==> config.mk <==
export PLATFORM = sky130hd
export DESIGN_NAME = psetrg_regs
export DESIGN_NICKNAME = d
export VERILOG_FILES = /design/src/common/psetrg_pkg.sv /design/src/psetrg_regs.sv
export VERILOG_INCLUDE_DIRS = /design/src /design/src/common
export SDC_FILE = /design/constraint.sdc
export NUM_CORES = 1
export LEC_CHECK = 0
export ABC_AREA = 1
export CAP_MARGIN = 20
export CELL_PAD_IN_SITES_DETAIL_PLACEMENT = 1
export CELL_PAD_IN_SITES_GLOBAL_PLACEMENT = 1
export CORE_MARGIN = 2
export CORE_UTILIZATION = 50
export DETAILED_ROUTE_END_ITERATION = 6
export DONT_BUFFER_PORTS = 1
export PLACE_DENSITY_LB_ADDON = 0.1
export SLEW_MARGIN = 0
export SYNTH_ARGS = -nofsm -noshare
export SYNTH_HDL_FRONTEND = slang
export SYNTH_SLANG_ARGS = --single-unit
==> constraint.sdc <==
create_clock -name clk_sys -period 4.12 [get_ports clk_sys]
set_input_delay 0.824 -clock clk_sys [delete_from_list [all_inputs] [get_ports clk_sys]]
set_output_delay 0.824 -clock clk_sys [all_outputs]
set_load 0.005 [all_outputs]
==> src/common/psetrg_map.svh <==
// register offsets, field positions, reset values and timing for trigger regs
`ifndef PSETRG_MAP_SVH
`define PSETRG_MAP_SVH
`define PSETRG_OFF_GEN_EN 8'h0F
`define PSETRG_OFF_DETCLS 8'h10
`define PSETRG_OFF_PWR 8'h11
`define PSETRG_OFF_LEGACY 8'h12
`define PSETRG_BIT_PWR_LIMIT 2
`define PSETRG_BIT_CONV 1
`define PSETRG_BIT_WDOG 0
`define PSETRG_HI_NIB 4
`define PSETRG_RST_BYTE 8'h00
`define PSETRG_RST_CONV 1'b1
`define PSETRG_RST_WDOG 1'b0
`define PSETRG_RST_LEG 2'b00
`define PSETRG_STRAP_SETTLE 3'h4
`define PSETRG_HOLD_MS 400
`define PSETRG_CLK_KHZ 200000
`define PSETRG_HOLD_CYC (`PSETRG_HOLD_MS * `PSETRG_CLK_KHZ)
`endif

==> src/common/psetrg_pkg.sv <==
// types shared by the trigger register bank
package psetrg_pkg;
   typedef enum logic [1:0] {
      PSETRG_MODE_MANUAL,
      PSETRG_MODE_SEMI,
      PSETRG_MODE_AUTO,
      PSETRG_MODE_OFF
   } psetrg_mode_t;
   typedef enum logic [1:0] {
      PSETRG_LEG_OFF,
      PSETRG_LEG_ONLY,
      PSETRG_LEG_AFTER,
      PSETRG_LEG_RSVD
   } psetrg_leg_t;
endpackage

==> src/psetrg_regs.sv <==
// trigger, enable and legacy-select registers of the four-port power source
`timescale 1ns/1ps
`include "psetrg_map.svh"
module psetrg_regs #(
   parameter int NPORT = 4,
   parameter int HOLD_CYC = `PSETRG_HOLD_CYC
) (
   // clock and reset
   input wire logic clk_sys,
   input wire logic resetn,
   // register access from the management bus decoder
   input wire logic reg_wr,
   input wire logic [7:0] reg_addr,
   input wire logic [7:0] reg_wdata,
   output logic [7:0] reg_rdata,
   // strap and power ceiling pins
   input wire logic auto_strap_pin,
   input wire logic power_ceiling_pin,
   // operating mode and per-port enables
   input wire psetrg_pkg::psetrg_mode_t op_mode,
   input wire logic [3:0] detect_enable,
   input wire logic [3:0] classify_enable,
   // per-port engine status
   input wire logic [3:0] detect_done,
   input wire logic [3:0] classify_done,
   input wire logic [3:0] startup_done,
   input wire logic [3:0] port_off_done,
   input wire logic [3:0] results_valid,
   input wire logic [3:0] port_powered,
   input wire logic [3:0] port_shutdown,
   input wire logic [3:0] legacy_active,
   input wire logic [3:0] port_fail,
   // control to engines
   output logic total_power_limit_en,
   output logic converter_en,
   output logic bus_watchdog_en,
   output logic power_limit_shutdown,
   output logic [3:0] detect_run,
   output logic [3:0] classify_run,
   output logic [3:0] port_power_up,
   output logic [3:0] port_power_down,
   output logic [3:0] legacy_run,
   output logic [3:0] standard_detect_off
);
   logic [2:0] sync_strap_ff;
   logic [2:0] sync_ceil_ff;
   logic strap_ff;
   logic ceil_ff;
   logic strap_taken_ff;
   logic [2:0] strap_wait_ff;
   logic [3:0] redetect_trigger_ff;
   logic [3:0] reclassify_trigger_ff;
   logic [3:0] port_start_trigger_ff;
   logic [3:0] port_off_trigger_ff;
   logic [3:0] pending_detect_ff;
   logic [7:0] legacy_select_ff;
   logic [7:0] rdata_ff;
   logic [31:0] hold_cnt_ff [NPORT];
   logic wr_gen;
   logic wr_dc;
   logic wr_pwr;
   logic wr_leg;
   logic [3:0] pon_allow;
   logic [3:0] pon_drop;

   assign wr_gen = reg_wr && reg_addr == `PSETRG_OFF_GEN_EN;
   assign wr_dc = reg_wr && reg_addr == `PSETRG_OFF_DETCLS;
   assign wr_pwr = reg_wr && reg_addr == `PSETRG_OFF_PWR;
   assign wr_leg = reg_wr && reg_addr == `PSETRG_OFF_LEGACY;

   ////////////////////////////////////////////////////////////////////////
   // pin synchronisers: change counts when stages two and three agree
   always_ff @(posedge clk_sys or negedge resetn) begin
      if (!resetn) begin
         sync_strap_ff <= 3'h0;
         sync_ceil_ff <= 3'h0;
         strap_ff <= 1'b0;
         ceil_ff <= 1'b0;
      end else begin
         sync_strap_ff <= {sync_strap_ff[1:0], auto_strap_pin};
         sync_ceil_ff <= {sync_ceil_ff[1:0], power_ceiling_pin};
         if (sync_strap_ff[1] == sync_strap_ff[2]) begin
            strap_ff <= sync_strap_ff[2];
         end
         if (sync_ceil_ff[1] == sync_ceil_ff[2]) begin
            ceil_ff <= sync_ceil_ff[2];
         end
      end
   end

   ////////////////////////////////////////////////////////////////////////
   // strap settle: the synchroniser shows reset zeros for its first edges,
   // so the strap level is trusted only once the filter stage has seen it
   always_ff @(posedge clk_sys or negedge resetn) begin
      if (!resetn) begin
         strap_wait_ff <= 3'h0;
      end else if (strap_wait_ff != `PSETRG_STRAP_SETTLE) begin
         strap_wait_ff <= strap_wait_ff + 3'h1;
      end
   end

   ////////////////////////////////////////////////////////////////////////
   // general enable register
   always_ff @(posedge clk_sys or negedge resetn) begin
      if (!resetn) begin
         total_power_limit_en <= 1'b0;
         converter_en <= `PSETRG_RST_CONV;
         bus_watchdog_en <= `PSETRG_RST_WDOG;
         strap_taken_ff <= 1'b0;
      end else begin
         // taken once after reset; later only writes change the bit
         if (!strap_taken_ff && strap_wait_ff == `PSETRG_STRAP_SETTLE) begin
            strap_taken_ff <= 1'b1;
            total_power_limit_en <= strap_ff;
         end
         // a write in the capture cycle wins over the strap
         if (wr_gen) begin
            total_power_limit_en <= reg_wdata[`PSETRG_BIT_PWR_LIMIT];
            converter_en <= reg_wdata[`PSETRG_BIT_CONV];
            bus_watchdog_en <= reg_wdata[`PSETRG_BIT_WDOG];
         end
      end
   end

   // shutdown request while limit enabled and ceiling reached
   always_ff @(posedge clk_sys or negedge resetn) begin
      if (!resetn) begin
         power_limit_shutdown <= 1'b0;
      end else begin
         power_limit_shutdown <= total_power_limit_en && ceil_ff;
      end
   end

   ////////////////////////////////////////////////////////////////////////
   // power-on qualification per mode and 400 ms hold timers
   always_comb begin
      for (int i = 0; i < NPORT; i++) begin
         case (op_mode)
            psetrg_pkg::PSETRG_MODE_MANUAL: begin
               pon_allow[i] = !port_powered[i] && !port_shutdown[i];
            end
            psetrg_pkg::PSETRG_MODE_SEMI: begin
               pon_allow[i] = results_valid[i];
            end
            psetrg_pkg::PSETRG_MODE_AUTO: begin
               pon_allow[i] = legacy_active[i];
            end
            default: begin
               // off mode code: no port may be powered up
               pon_allow[i] = 1'b0;
            end
         endcase
      end
   end

   // a failure or an over-long hold drops the start request
   always_comb begin
      for (int i = 0; i < NPORT; i++) begin
         // fail may be a single pulse; one is enough
         pon_drop[i] = port_fail[i] ||
            (hold_cnt_ff[i] >= 32'(HOLD_CYC - 1));
      end
   end

   genvar g;
   generate
      for (g = 0; g < NPORT; g++) begin : g_hold
         always_ff @(posedge clk_sys or negedge resetn) begin
            if (!resetn) begin
               hold_cnt_ff[g] <= 32'h0;
            end else if (port_start_trigger_ff[g] && port_powered[g]) begin
               hold_cnt_ff[g] <= hold_cnt_ff[g] + 32'h1;
            end else begin
               hold_cnt_ff[g] <= 32'h0;
            end
         end
      end
   endgenerate

   ////////////////////////////////////////////////////////////////////////
   // redetect triggers; completion clears unless a new write sets
   always_ff @(posedge clk_sys or negedge resetn) begin
      if (!resetn) begin
         redetect_trigger_ff <= 4'h0;
      end else begin
         redetect_trigger_ff <= (redetect_trigger_ff & ~detect_done) |
            (wr_dc ? reg_wdata[3:0] : 4'h0);
      end
   end

   // reclassify triggers; a write in the done cycle keeps the bit set
   always_ff @(posedge clk_sys or negedge resetn) begin
      if (!resetn) begin
         reclassify_trigger_ff <= 4'h0;
      end else begin
         reclassify_trigger_ff <= (reclassify_trigger_ff & ~classify_done) |
            (wr_dc ? reg_wdata[7:4] : 4'h0);
      end
   end

   ////////////////////////////////////////////////////////////////////////
   // power-off triggers clear on the off engine's done pulse
   always_ff @(posedge clk_sys or negedge resetn) begin
      if (!resetn) begin
         port_off_trigger_ff <= 4'h0;
      end else begin
         port_off_trigger_ff <= (port_off_trigger_ff & ~port_off_done) |
            (wr_pwr ? reg_wdata[7:4] : 4'h0);
      end
   end

   // power-on triggers clear on start-up done, a failure or hold expiry
   always_ff @(posedge clk_sys or negedge resetn) begin
      if (!resetn) begin
         port_start_trigger_ff <= 4'h0;
      end else begin
         port_start_trigger_ff <= (port_start_trigger_ff &
            ~(startup_done | pon_drop)) |
            (wr_pwr ? reg_wdata[3:0] : 4'h0);
      end
   end

   // start written with detect enabled: detection must finish first
   always_ff @(posedge clk_sys or negedge resetn) begin
      if (!resetn) begin
         pending_detect_ff <= 4'h0;
      end else begin
         pending_detect_ff <= (pending_detect_ff & ~detect_done &
            ~pon_drop) |
            (wr_pwr ? reg_wdata[3:0] & detect_enable : 4'h0);
      end
   end

   ////////////////////////////////////////////////////////////////////////
   // legacy select
   always_ff @(posedge clk_sys or negedge resetn) begin
      if (!resetn) begin
         legacy_select_ff <= {4{`PSETRG_RST_LEG}};
      end else if (wr_leg) begin
         legacy_select_ff <= reg_wdata;
      end
   end

   ////////////////////////////////////////////////////////////////////////
   // legacy decode; the reserved code behaves as disabled
   always_comb begin
      for (int i = 0; i < NPORT; i++) begin
         case (psetrg_pkg::psetrg_leg_t'(legacy_select_ff[2*i +: 2]))
            psetrg_pkg::PSETRG_LEG_ONLY: begin
               legacy_run[i] = 1'b1;
               standard_detect_off[i] = 1'b1;
            end
            psetrg_pkg::PSETRG_LEG_AFTER: begin
               // follows each standard detect completion
               legacy_run[i] = detect_done[i];
               standard_detect_off[i] = 1'b0;
            end
            default: begin
               legacy_run[i] = 1'b0;
               standard_detect_off[i] = 1'b0;
            end
         endcase
      end
   end

   ////////////////////////////////////////////////////////////////////////
   // detect and classify requests; manual mode runs only on a trigger
   always_comb begin
      for (int i = 0; i < NPORT; i++) begin
         if (op_mode == psetrg_pkg::PSETRG_MODE_MANUAL) begin
            detect_run[i] = redetect_trigger_ff[i] |
               pending_detect_ff[i];
            classify_run[i] = reclassify_trigger_ff[i];
         end else begin
            detect_run[i] = detect_enable[i] | redetect_trigger_ff[i] |
               pending_detect_ff[i];
            classify_run[i] = classify_enable[i] |
               reclassify_trigger_ff[i];
         end
      end
   end

   ////////////////////////////////////////////////////////////////////////
   // power requests; an off request always overrides power-up
   always_comb begin
      for (int i = 0; i < NPORT; i++) begin
         // power-up waits for any detect pending from the same write
         port_power_up[i] = port_start_trigger_ff[i] && pon_allow[i] &&
            !pending_detect_ff[i] && !port_off_trigger_ff[i];
         port_power_down[i] = port_off_trigger_ff[i];
      end
   end

   ////////////////////////////////////////////////////////////////////////
   // read data, registered one edge after the address is presented
   always_ff @(posedge clk_sys or negedge resetn) begin
      if (!resetn) begin
         rdata_ff <= `PSETRG_RST_BYTE;
      end else begin
         case (reg_addr)
            `PSETRG_OFF_GEN_EN: begin
               rdata_ff <= {5'h00, total_power_limit_en, converter_en,
                  bus_watchdog_en};
            end
            `PSETRG_OFF_DETCLS: begin
               rdata_ff <= {reclassify_trigger_ff, redetect_trigger_ff};
            end
            `PSETRG_OFF_PWR: begin
               rdata_ff <= {port_off_trigger_ff, port_start_trigger_ff};
            end
            `PSETRG_OFF_LEGACY: begin
               rdata_ff <= legacy_select_ff;
            end
            default: begin
               // unmapped offsets read as zero
               rdata_ff <= `PSETRG_RST_BYTE;
            end
         endcase
      end
   end

   assign reg_rdata = rdata_ff;
endmodule

==> impl_metrics.toml, run 1 <==
[outcome]
status = "completed"

[final_layout]
post-route-util_pct = 55.4
layout.nets = 1671
final_cells = 1880
drive_above_1_share_pct = 6.11
nFillCells = 2846
area_delta_synth_final_pct = 8.89

[timing]
tns_ns = 0
fin_crit_sh_pct = 61.8
drv_slew = 0
slew_headroom_pct = 30.8
fmax_mhz = 393
finalCriticalPeriod_ns = 2.55
worst_slack_ns = 1.57
setup_viol = 0
grt_setup_unrepaired = "false"
fin_worst_skew_ns = 0.00904
tightest_slew_ns = 1.03
timing.hold.ws_ns = 0.0741
hold_violations = 0

[clock_tree]
cts.sinks = 180
ctsHoldBuffers = 0
insertion_delay_ns = 0.44
cts_resized = 0
cts_tree = "yes"
cts_buffers = 17
cts_buffer_depth = 2
postCtsSetupRepairBufs = 0
root_buffer = "clkbuf_16"
htree_levels = 4
clk_pin_slew_ns = 0.07

[logic_synthesis]
synth-compound-area-share_pct = 4.89
synth_top_family_by_area = "simple AND/OR/NAND/NOR gates"
yosysUniqueCellTypes = 33
ys_seq_area_share_pct = 42.2
syn_inst = 1579
synthMuxAreaShare_pct = 0.0939
netlist_area_um2 = 10700
synth-xor-area-share_pct = 2.05
ys.warnings.count = 0
synth_fa_ha_area_share_pct = 1.83
synth_nets = 1660
synth-seq-cells = 180
syn_area_per_cell_um2 = 6.75
synth_simple_gate_area_share_pct = 41.4

[placed_design]
pre_cts_ws_ns = 1.56
dp_cells = 1845
port_buffers = 0
gp_congestion = 0.895
hpwl_mm = 25.2

[floorplan]
fp.dieArea_um2 = 22500
io_pins = 103
start_util_pct = 50.9
num_rows = 53
die_w_um = 150
coreArea_um2 = 21000
die_h_um = 150

[routing]
vias = 10300
drtAntennaViolNets = 0
first_iter_violations = 545
wl_mm = 33.6
first_pass_iters = 5
drc = 0
wl_per_cell_um = 17.9
avgViaCountPerCell = 5.45

[critical_path]
worst-path-buf-inv = 1
cp_top_family = "simple AND/OR/NAND/NOR gates"
crit_fanout = 2
r2r-start = "port_start_trigger_ff[2]"
ff2ff_path_depth = 4
worstPathArrival_ns = 1.72
path_cells = "nor2_1 -> nand2_1 -> nand3_1 -> nand4_1 -> inv_1"
critPathLaunchType = "input pin"
max_stage_delay_ns = 0.33
r2r-end = "hold_cnt_ff[41]"
endpoint_kind = "output port"
r2r_setup_slack_ns = 2.09
crit_slowest_cell = "nor2_1"
critical_path_class = "in2out"
worst-path-stages = 5
crit_required_ns = 3.30

[global_routing]
grt_pass1_vias = 10800
grt.total_usage_pct = 31.0
grt_pass1_wl_mm = 54.4
antenna_found_initial = 2
grt-ovfl-total = 0
grt_max_degree = 181

[power_and_ir_drop]
p_per_area_nw_per_um2 = 310
power_leakage_nw = 5.02
ir_drop_uv = 243

[worst_hold_path]
hold_path.class = "in2async"

[flow_run]
drv_cap = 0
==> layout make-up <==
type                    count  area, um2  area share (%)
inverters                 201        754            6.50
clock buffers              18        439            3.78
repair buffers              1       27.5           0.237
flip-flops and latches    180       4510            38.8
diodes                      2       5.00          0.0431
well taps                 275        344            2.96
clock inverters            14        174            1.50
multi-input cells        1189       5360            46.2
==> worst max path at each step <==
stage / to / start / slack [ns]
global placement: port_power_up[2] / port_powered[2] / 1.59
floorplan: detect_run[0] / op_mode[1] / 1.98
detailed placement: port_power_up[2] / port_powered[2] / 1.56
CTS: port_power_up[2] / port_powered[2] / 1.57
finish: port_power_up[2] / port_powered[2] / 1.57
global route: port_power_up[2] / port_powered[2] / 1.50
==> kinds of logic after synthesis <==
group / Yosys count
flops: 180
simple gates: 1061
xor+xnor: 25
mux: 1
fa+ha+maj: 16
compound gates: 86
buf+inv: 210
==> through the flow <==
step / cell area [um2] / total power [W]
after floorplan: 10700 / 0.00187
after global placement: 11000 / 0.00188
after detailed placement: 11000 / 0.00189
after CTS: 11600 / 0.00362
after global routing: 11600 / 0.00370
final: 11600 / 0.00360
==> state kept, by name, indices dropped and copies added, names as in the netlist <==
signal and cells:
hold_cnt_ff 128, sync_strap_ff 3, converter_en 1, power_limit_shutdown 1, bus_watchdog_en 1, legacy_select_ff 8, sync_ceil_ff 3, reclassify_trigger_ff 4
port_start_trigger_ff 4, strap_taken_ff 1, reg_rdata 8, redetect_trigger_ff 4, pending_detect_ff 4, ceil_ff 1, port_power_down 4, strap_wait_ff 3
strap_ff 1, total_power_limit_en 1
==> cell usage in the layout, fill, tap and decap left out, drive strengths merged, types with 6 or more instances in the layout <==
| cell type | count |
|---|---|
| a211oi | 7 |
| a21oi | 21 |
| clkbuf | 18 |
| clkinv | 6 |
| dfrtp | 179 |
| ha | 14 |
| inv | 205 |
| nand2 | 511 |
| nand3 | 114 |
| nand4 | 16 |
| nor2 | 397 |
| nor3 | 21 |
| o21ai | 33 |
| o22ai | 12 |
| xnor2 | 8 |
| xor2 | 17 |
==> routing by layer <==
metal  global-route usage [%]  part of all wire [%]  wire [um]
met5                        0                     0          0
met4                     12.2                   3.5       1190
met3                     5.58                   4.2       1400
met2                     54.5                    51      17000
met1                     37.7                    42      14000
==> synthesized netlist by cell type <==
library cell | n | area, um2
nand2_4 | 2 | 22.5
nand3_1 | 109 | 546
nand2_2 | 12 | 75.1
o21ai_2 | 8 | 70.1
mux2i_1 | 1 | 10.0
nand3_4 | 1 | 17.5
o22ai_1 | 12 | 75.1
dfstp_2 | 1 | 26.3
o21ai_0 | 25 | 125
nor2_1 | 367 | 1380
nor2_2 | 21 | 131
o21a_1 | 5 | 37.5
buf_6 | 1 | 11.3
nand4_1 | 16 | 100
clkbuf_1 | 8 | 30.0
xnor2_1 | 8 | 70.1
a211oi_1 | 7 | 52.6
dfrtp_1 | 179 | 4480
nand2_1 | 497 | 1870
inv_2 | 4 | 15.0
a31oi_1 | 3 | 18.8
a21oi_1 | 21 | 105
maj3_1 | 2 | 20.0
or2_2 | 1 | 6.26
nor2_4 | 9 | 101
nor3_1 | 19 | 95.1
inv_1 | 197 | 739
nor3_4 | 2 | 32.5
nor3b_1 | 1 | 7.51
o211ai_1 | 5 | 37.5
ha_1 | 14 | 175
nand3_2 | 4 | 40.0
xor2_1 | 17 | 149
==> report_power, final <==
part,internal [W],switching (W),total [W]
combinational,0.0000216,0.0000406,0.0000621
clock,0.000979,0.000765,0.00174
sequential,0.00178,0.0000138,0.00179
Power figures use the tool's default switching activity.
==> run 2: changes to the inputs <==
--- a/config.mk
+++ b/config.mk
@@ -11,7 +11,7 @@
 export CELL_PAD_IN_SITES_DETAIL_PLACEMENT = 1
 export CELL_PAD_IN_SITES_GLOBAL_PLACEMENT = 1
 export CORE_MARGIN = 2
-export CORE_UTILIZATION = 50
+export CORE_UTILIZATION = 42
 export DETAILED_ROUTE_END_ITERATION = 6
 export DONT_BUFFER_PORTS = 1
 export PLACE_DENSITY_LB_ADDON = 0.1
==> constraint.sdc (replaced) <==
create_clock -name clk_sys -period 2.31 [get_ports clk_sys]
set_input_delay 0.462 -clock clk_sys [delete_from_list [all_inputs] [get_ports clk_sys]]
set_output_delay 0.462 -clock clk_sys [all_outputs]
set_load 0.005 [all_outputs]
==> impl_metrics.toml, run 2 (same netlist as run 1, synthesis figures left out) <==
[outcome]
status = "complete, but fails checks"
violations = "hold timing"

[routing]
first_pass_iters = 5
wl_mm = 33.9
avgViaCountPerCell = 5.11
drc = 0
vias = 9903
first_iter_violations = 475
wl_per_cell_um = 17.5
drtAntennaViolNets = 0

[floorplan]
fp.dieArea_um2 = 26700
die_w_um = 163
num_rows = 58
die_h_um = 163
start_util_pct = 42.6
coreArea_um2 = 25000
io_pins = 103

[timing]
timing.hold.ws_ns = -0.281
finalCriticalPeriod_ns = 1.97
fmax_mhz = 508
setup_viol = 0
drv_slew = 0
worst_slack_ns = 0.340
fin_crit_sh_pct = 85.3
fin_worst_skew_ns = 0.0147
tns_ns = 0
slew_headroom_pct = 65.9
grt_setup_unrepaired = "false"
hold_violations = 179
tightest_slew_ns = 0.508

[global_routing]
grt-ovfl-total = 0
antenna_found_initial = 0
grt.total_usage_pct = 26.6
grt_max_degree = 181
grt_pass1_vias = 10400
grt_pass1_wl_mm = 54.9

[clock_tree]
cts_tree = "yes"
cts_resized = 0
cts_buffer_depth = 2
root_buffer = "clkbuf_16"
cts_buffers = 17
htree_levels = 4
clk_pin_slew_ns = 0.07
cts.sinks = 180
insertion_delay_ns = 0.44
postCtsSetupRepairBufs = 0

[placed_design]
dp_cells = 1907
gp_congestion = 0.851
pre_cts_ws_ns = 0.347
hpwl_mm = 26.3
port_buffers = 0

[final_layout]
diodes = 0
largest_reg_flops = 128
final_cells = 1939
layout.nets = 1677
area_delta_synth_final_pct = 10.3
post-route-util_pct = 47.0
layout_common_cells = "nand2_1 (497), nor2_1 (367), inv_1 (197)"
drive_above_1_share_pct = 6.46
final_common_cell = "nand2_1"
regMostFlops = "hold_cnt_ff"

[worst_hold_path]
hold_path.class = "in2async"

[power_and_ir_drop]
power_leakage_nw = 5.06
p_per_area_nw_per_um2 = 567
ir_drop_uv = 410

[critical_path]
critical_path_class = "reg2out"
critPathLaunchType = "flip-flop"
worstPathArrival_ns = 1.51
crit_fanout = 4
endpoint_kind = "output port"
crit_required_ns = 1.85

[flow_run]
drv_cap = 0
-- run 2: cell count changes in the layout (fill, tap and decap cells not counted) --
cell	change
clkinv_4	-1
clkbuf_8	+3
diode_2	-2
buf_4	+7
inv_6	-3
buf_16	-1
clkinvlp_4	+1
clkinv_2	-2
bufinv_16	+2
-- run 2: power breakdown --
part | leakage [nW] | internal [W] | switching (W) | total, W
clock | 0.326 | 0.00205 | 0.00132 | 0.00336
combinational | 2.26 | 0.0000382 | 0.0000730 | 0.000111
sequential | 2.48 | 0.00317 | 0.0000222 | 0.00320
total | 5.06 | 0.00526 | 0.00141 | 0.00667
-- run 2: final cells by class --
| class | count | area (um2) |
|---|---|---|
| clock inverters | 11 | 196 |
| inverters | 201 | 754 |
| multi-input cells | 1189 | 5360 |
| clock buffers | 21 | 480 |
| fillers | 3288 | 13300 |
| repair buffers | 7 | 52.6 |
| well taps | 330 | 413 |
| flip-flops and latches | 180 | 4510 |
-- run 2: critical path, stage by stage (launching register included) --
cell,delay (ns)
dfrtp_1,0.41
inv_1,0.07
ha_1,0.27
a21oi_1,0.08
nor2_1,0.26
-- run 2: routing by layer --
| metal | global-route usage, % | wire length (um) | vias to the layer above |
|---|---|---|---|
| met1 | 33.0 | 14700 | 4832 |
| li1 | - | - | 4916 |
| met4 | 6.28 | 680 | 0 |
| met2 | 46.5 | 16900 | 117 |
| met5 | 0 | 0 | - |
| met3 | 6.70 | 1590 | 38 |
-- run 2: worst paths after layout --
| check | startpoint | to | slack (ns) | cells past startpoint |
|---|---|---|---|---|
| min in group clk_sys | power_ceiling_pin | sync_ceil_ff[0] | 0.06 | 0 |
| setup reg to reg | hold_cnt_ff[32] | port_start_trigger_ff[2] | 0.60 | 10 |
| hold / removal | resetn | hold_cnt_ff[117] | -0.28 | 0 |
| setup / recovery | legacy_select_ff[3] | legacy_run[1] | 0.34 | 4 |
| hold reg to reg | sync_strap_ff[0] | sync_strap_ff[1] | 0.36 | 0 |
| max in group asynchronous | resetn | converter_en | 2.20 | 0 |
-- run 2: metrics by stage --
step | total power, W | instance area, um2 | hold slack [ns]
floorplan | 0.00333 | 10700 | 0.166
global placement | 0.00336 | 11100 | 0.173
detailed placement | 0.00337 | 11100 | 0.172
CTS | 0.00673 | 11800 | -0.291
global route | 0.00687 | 11800 | -0.303
finish | 0.00667 | 11800 | -0.281
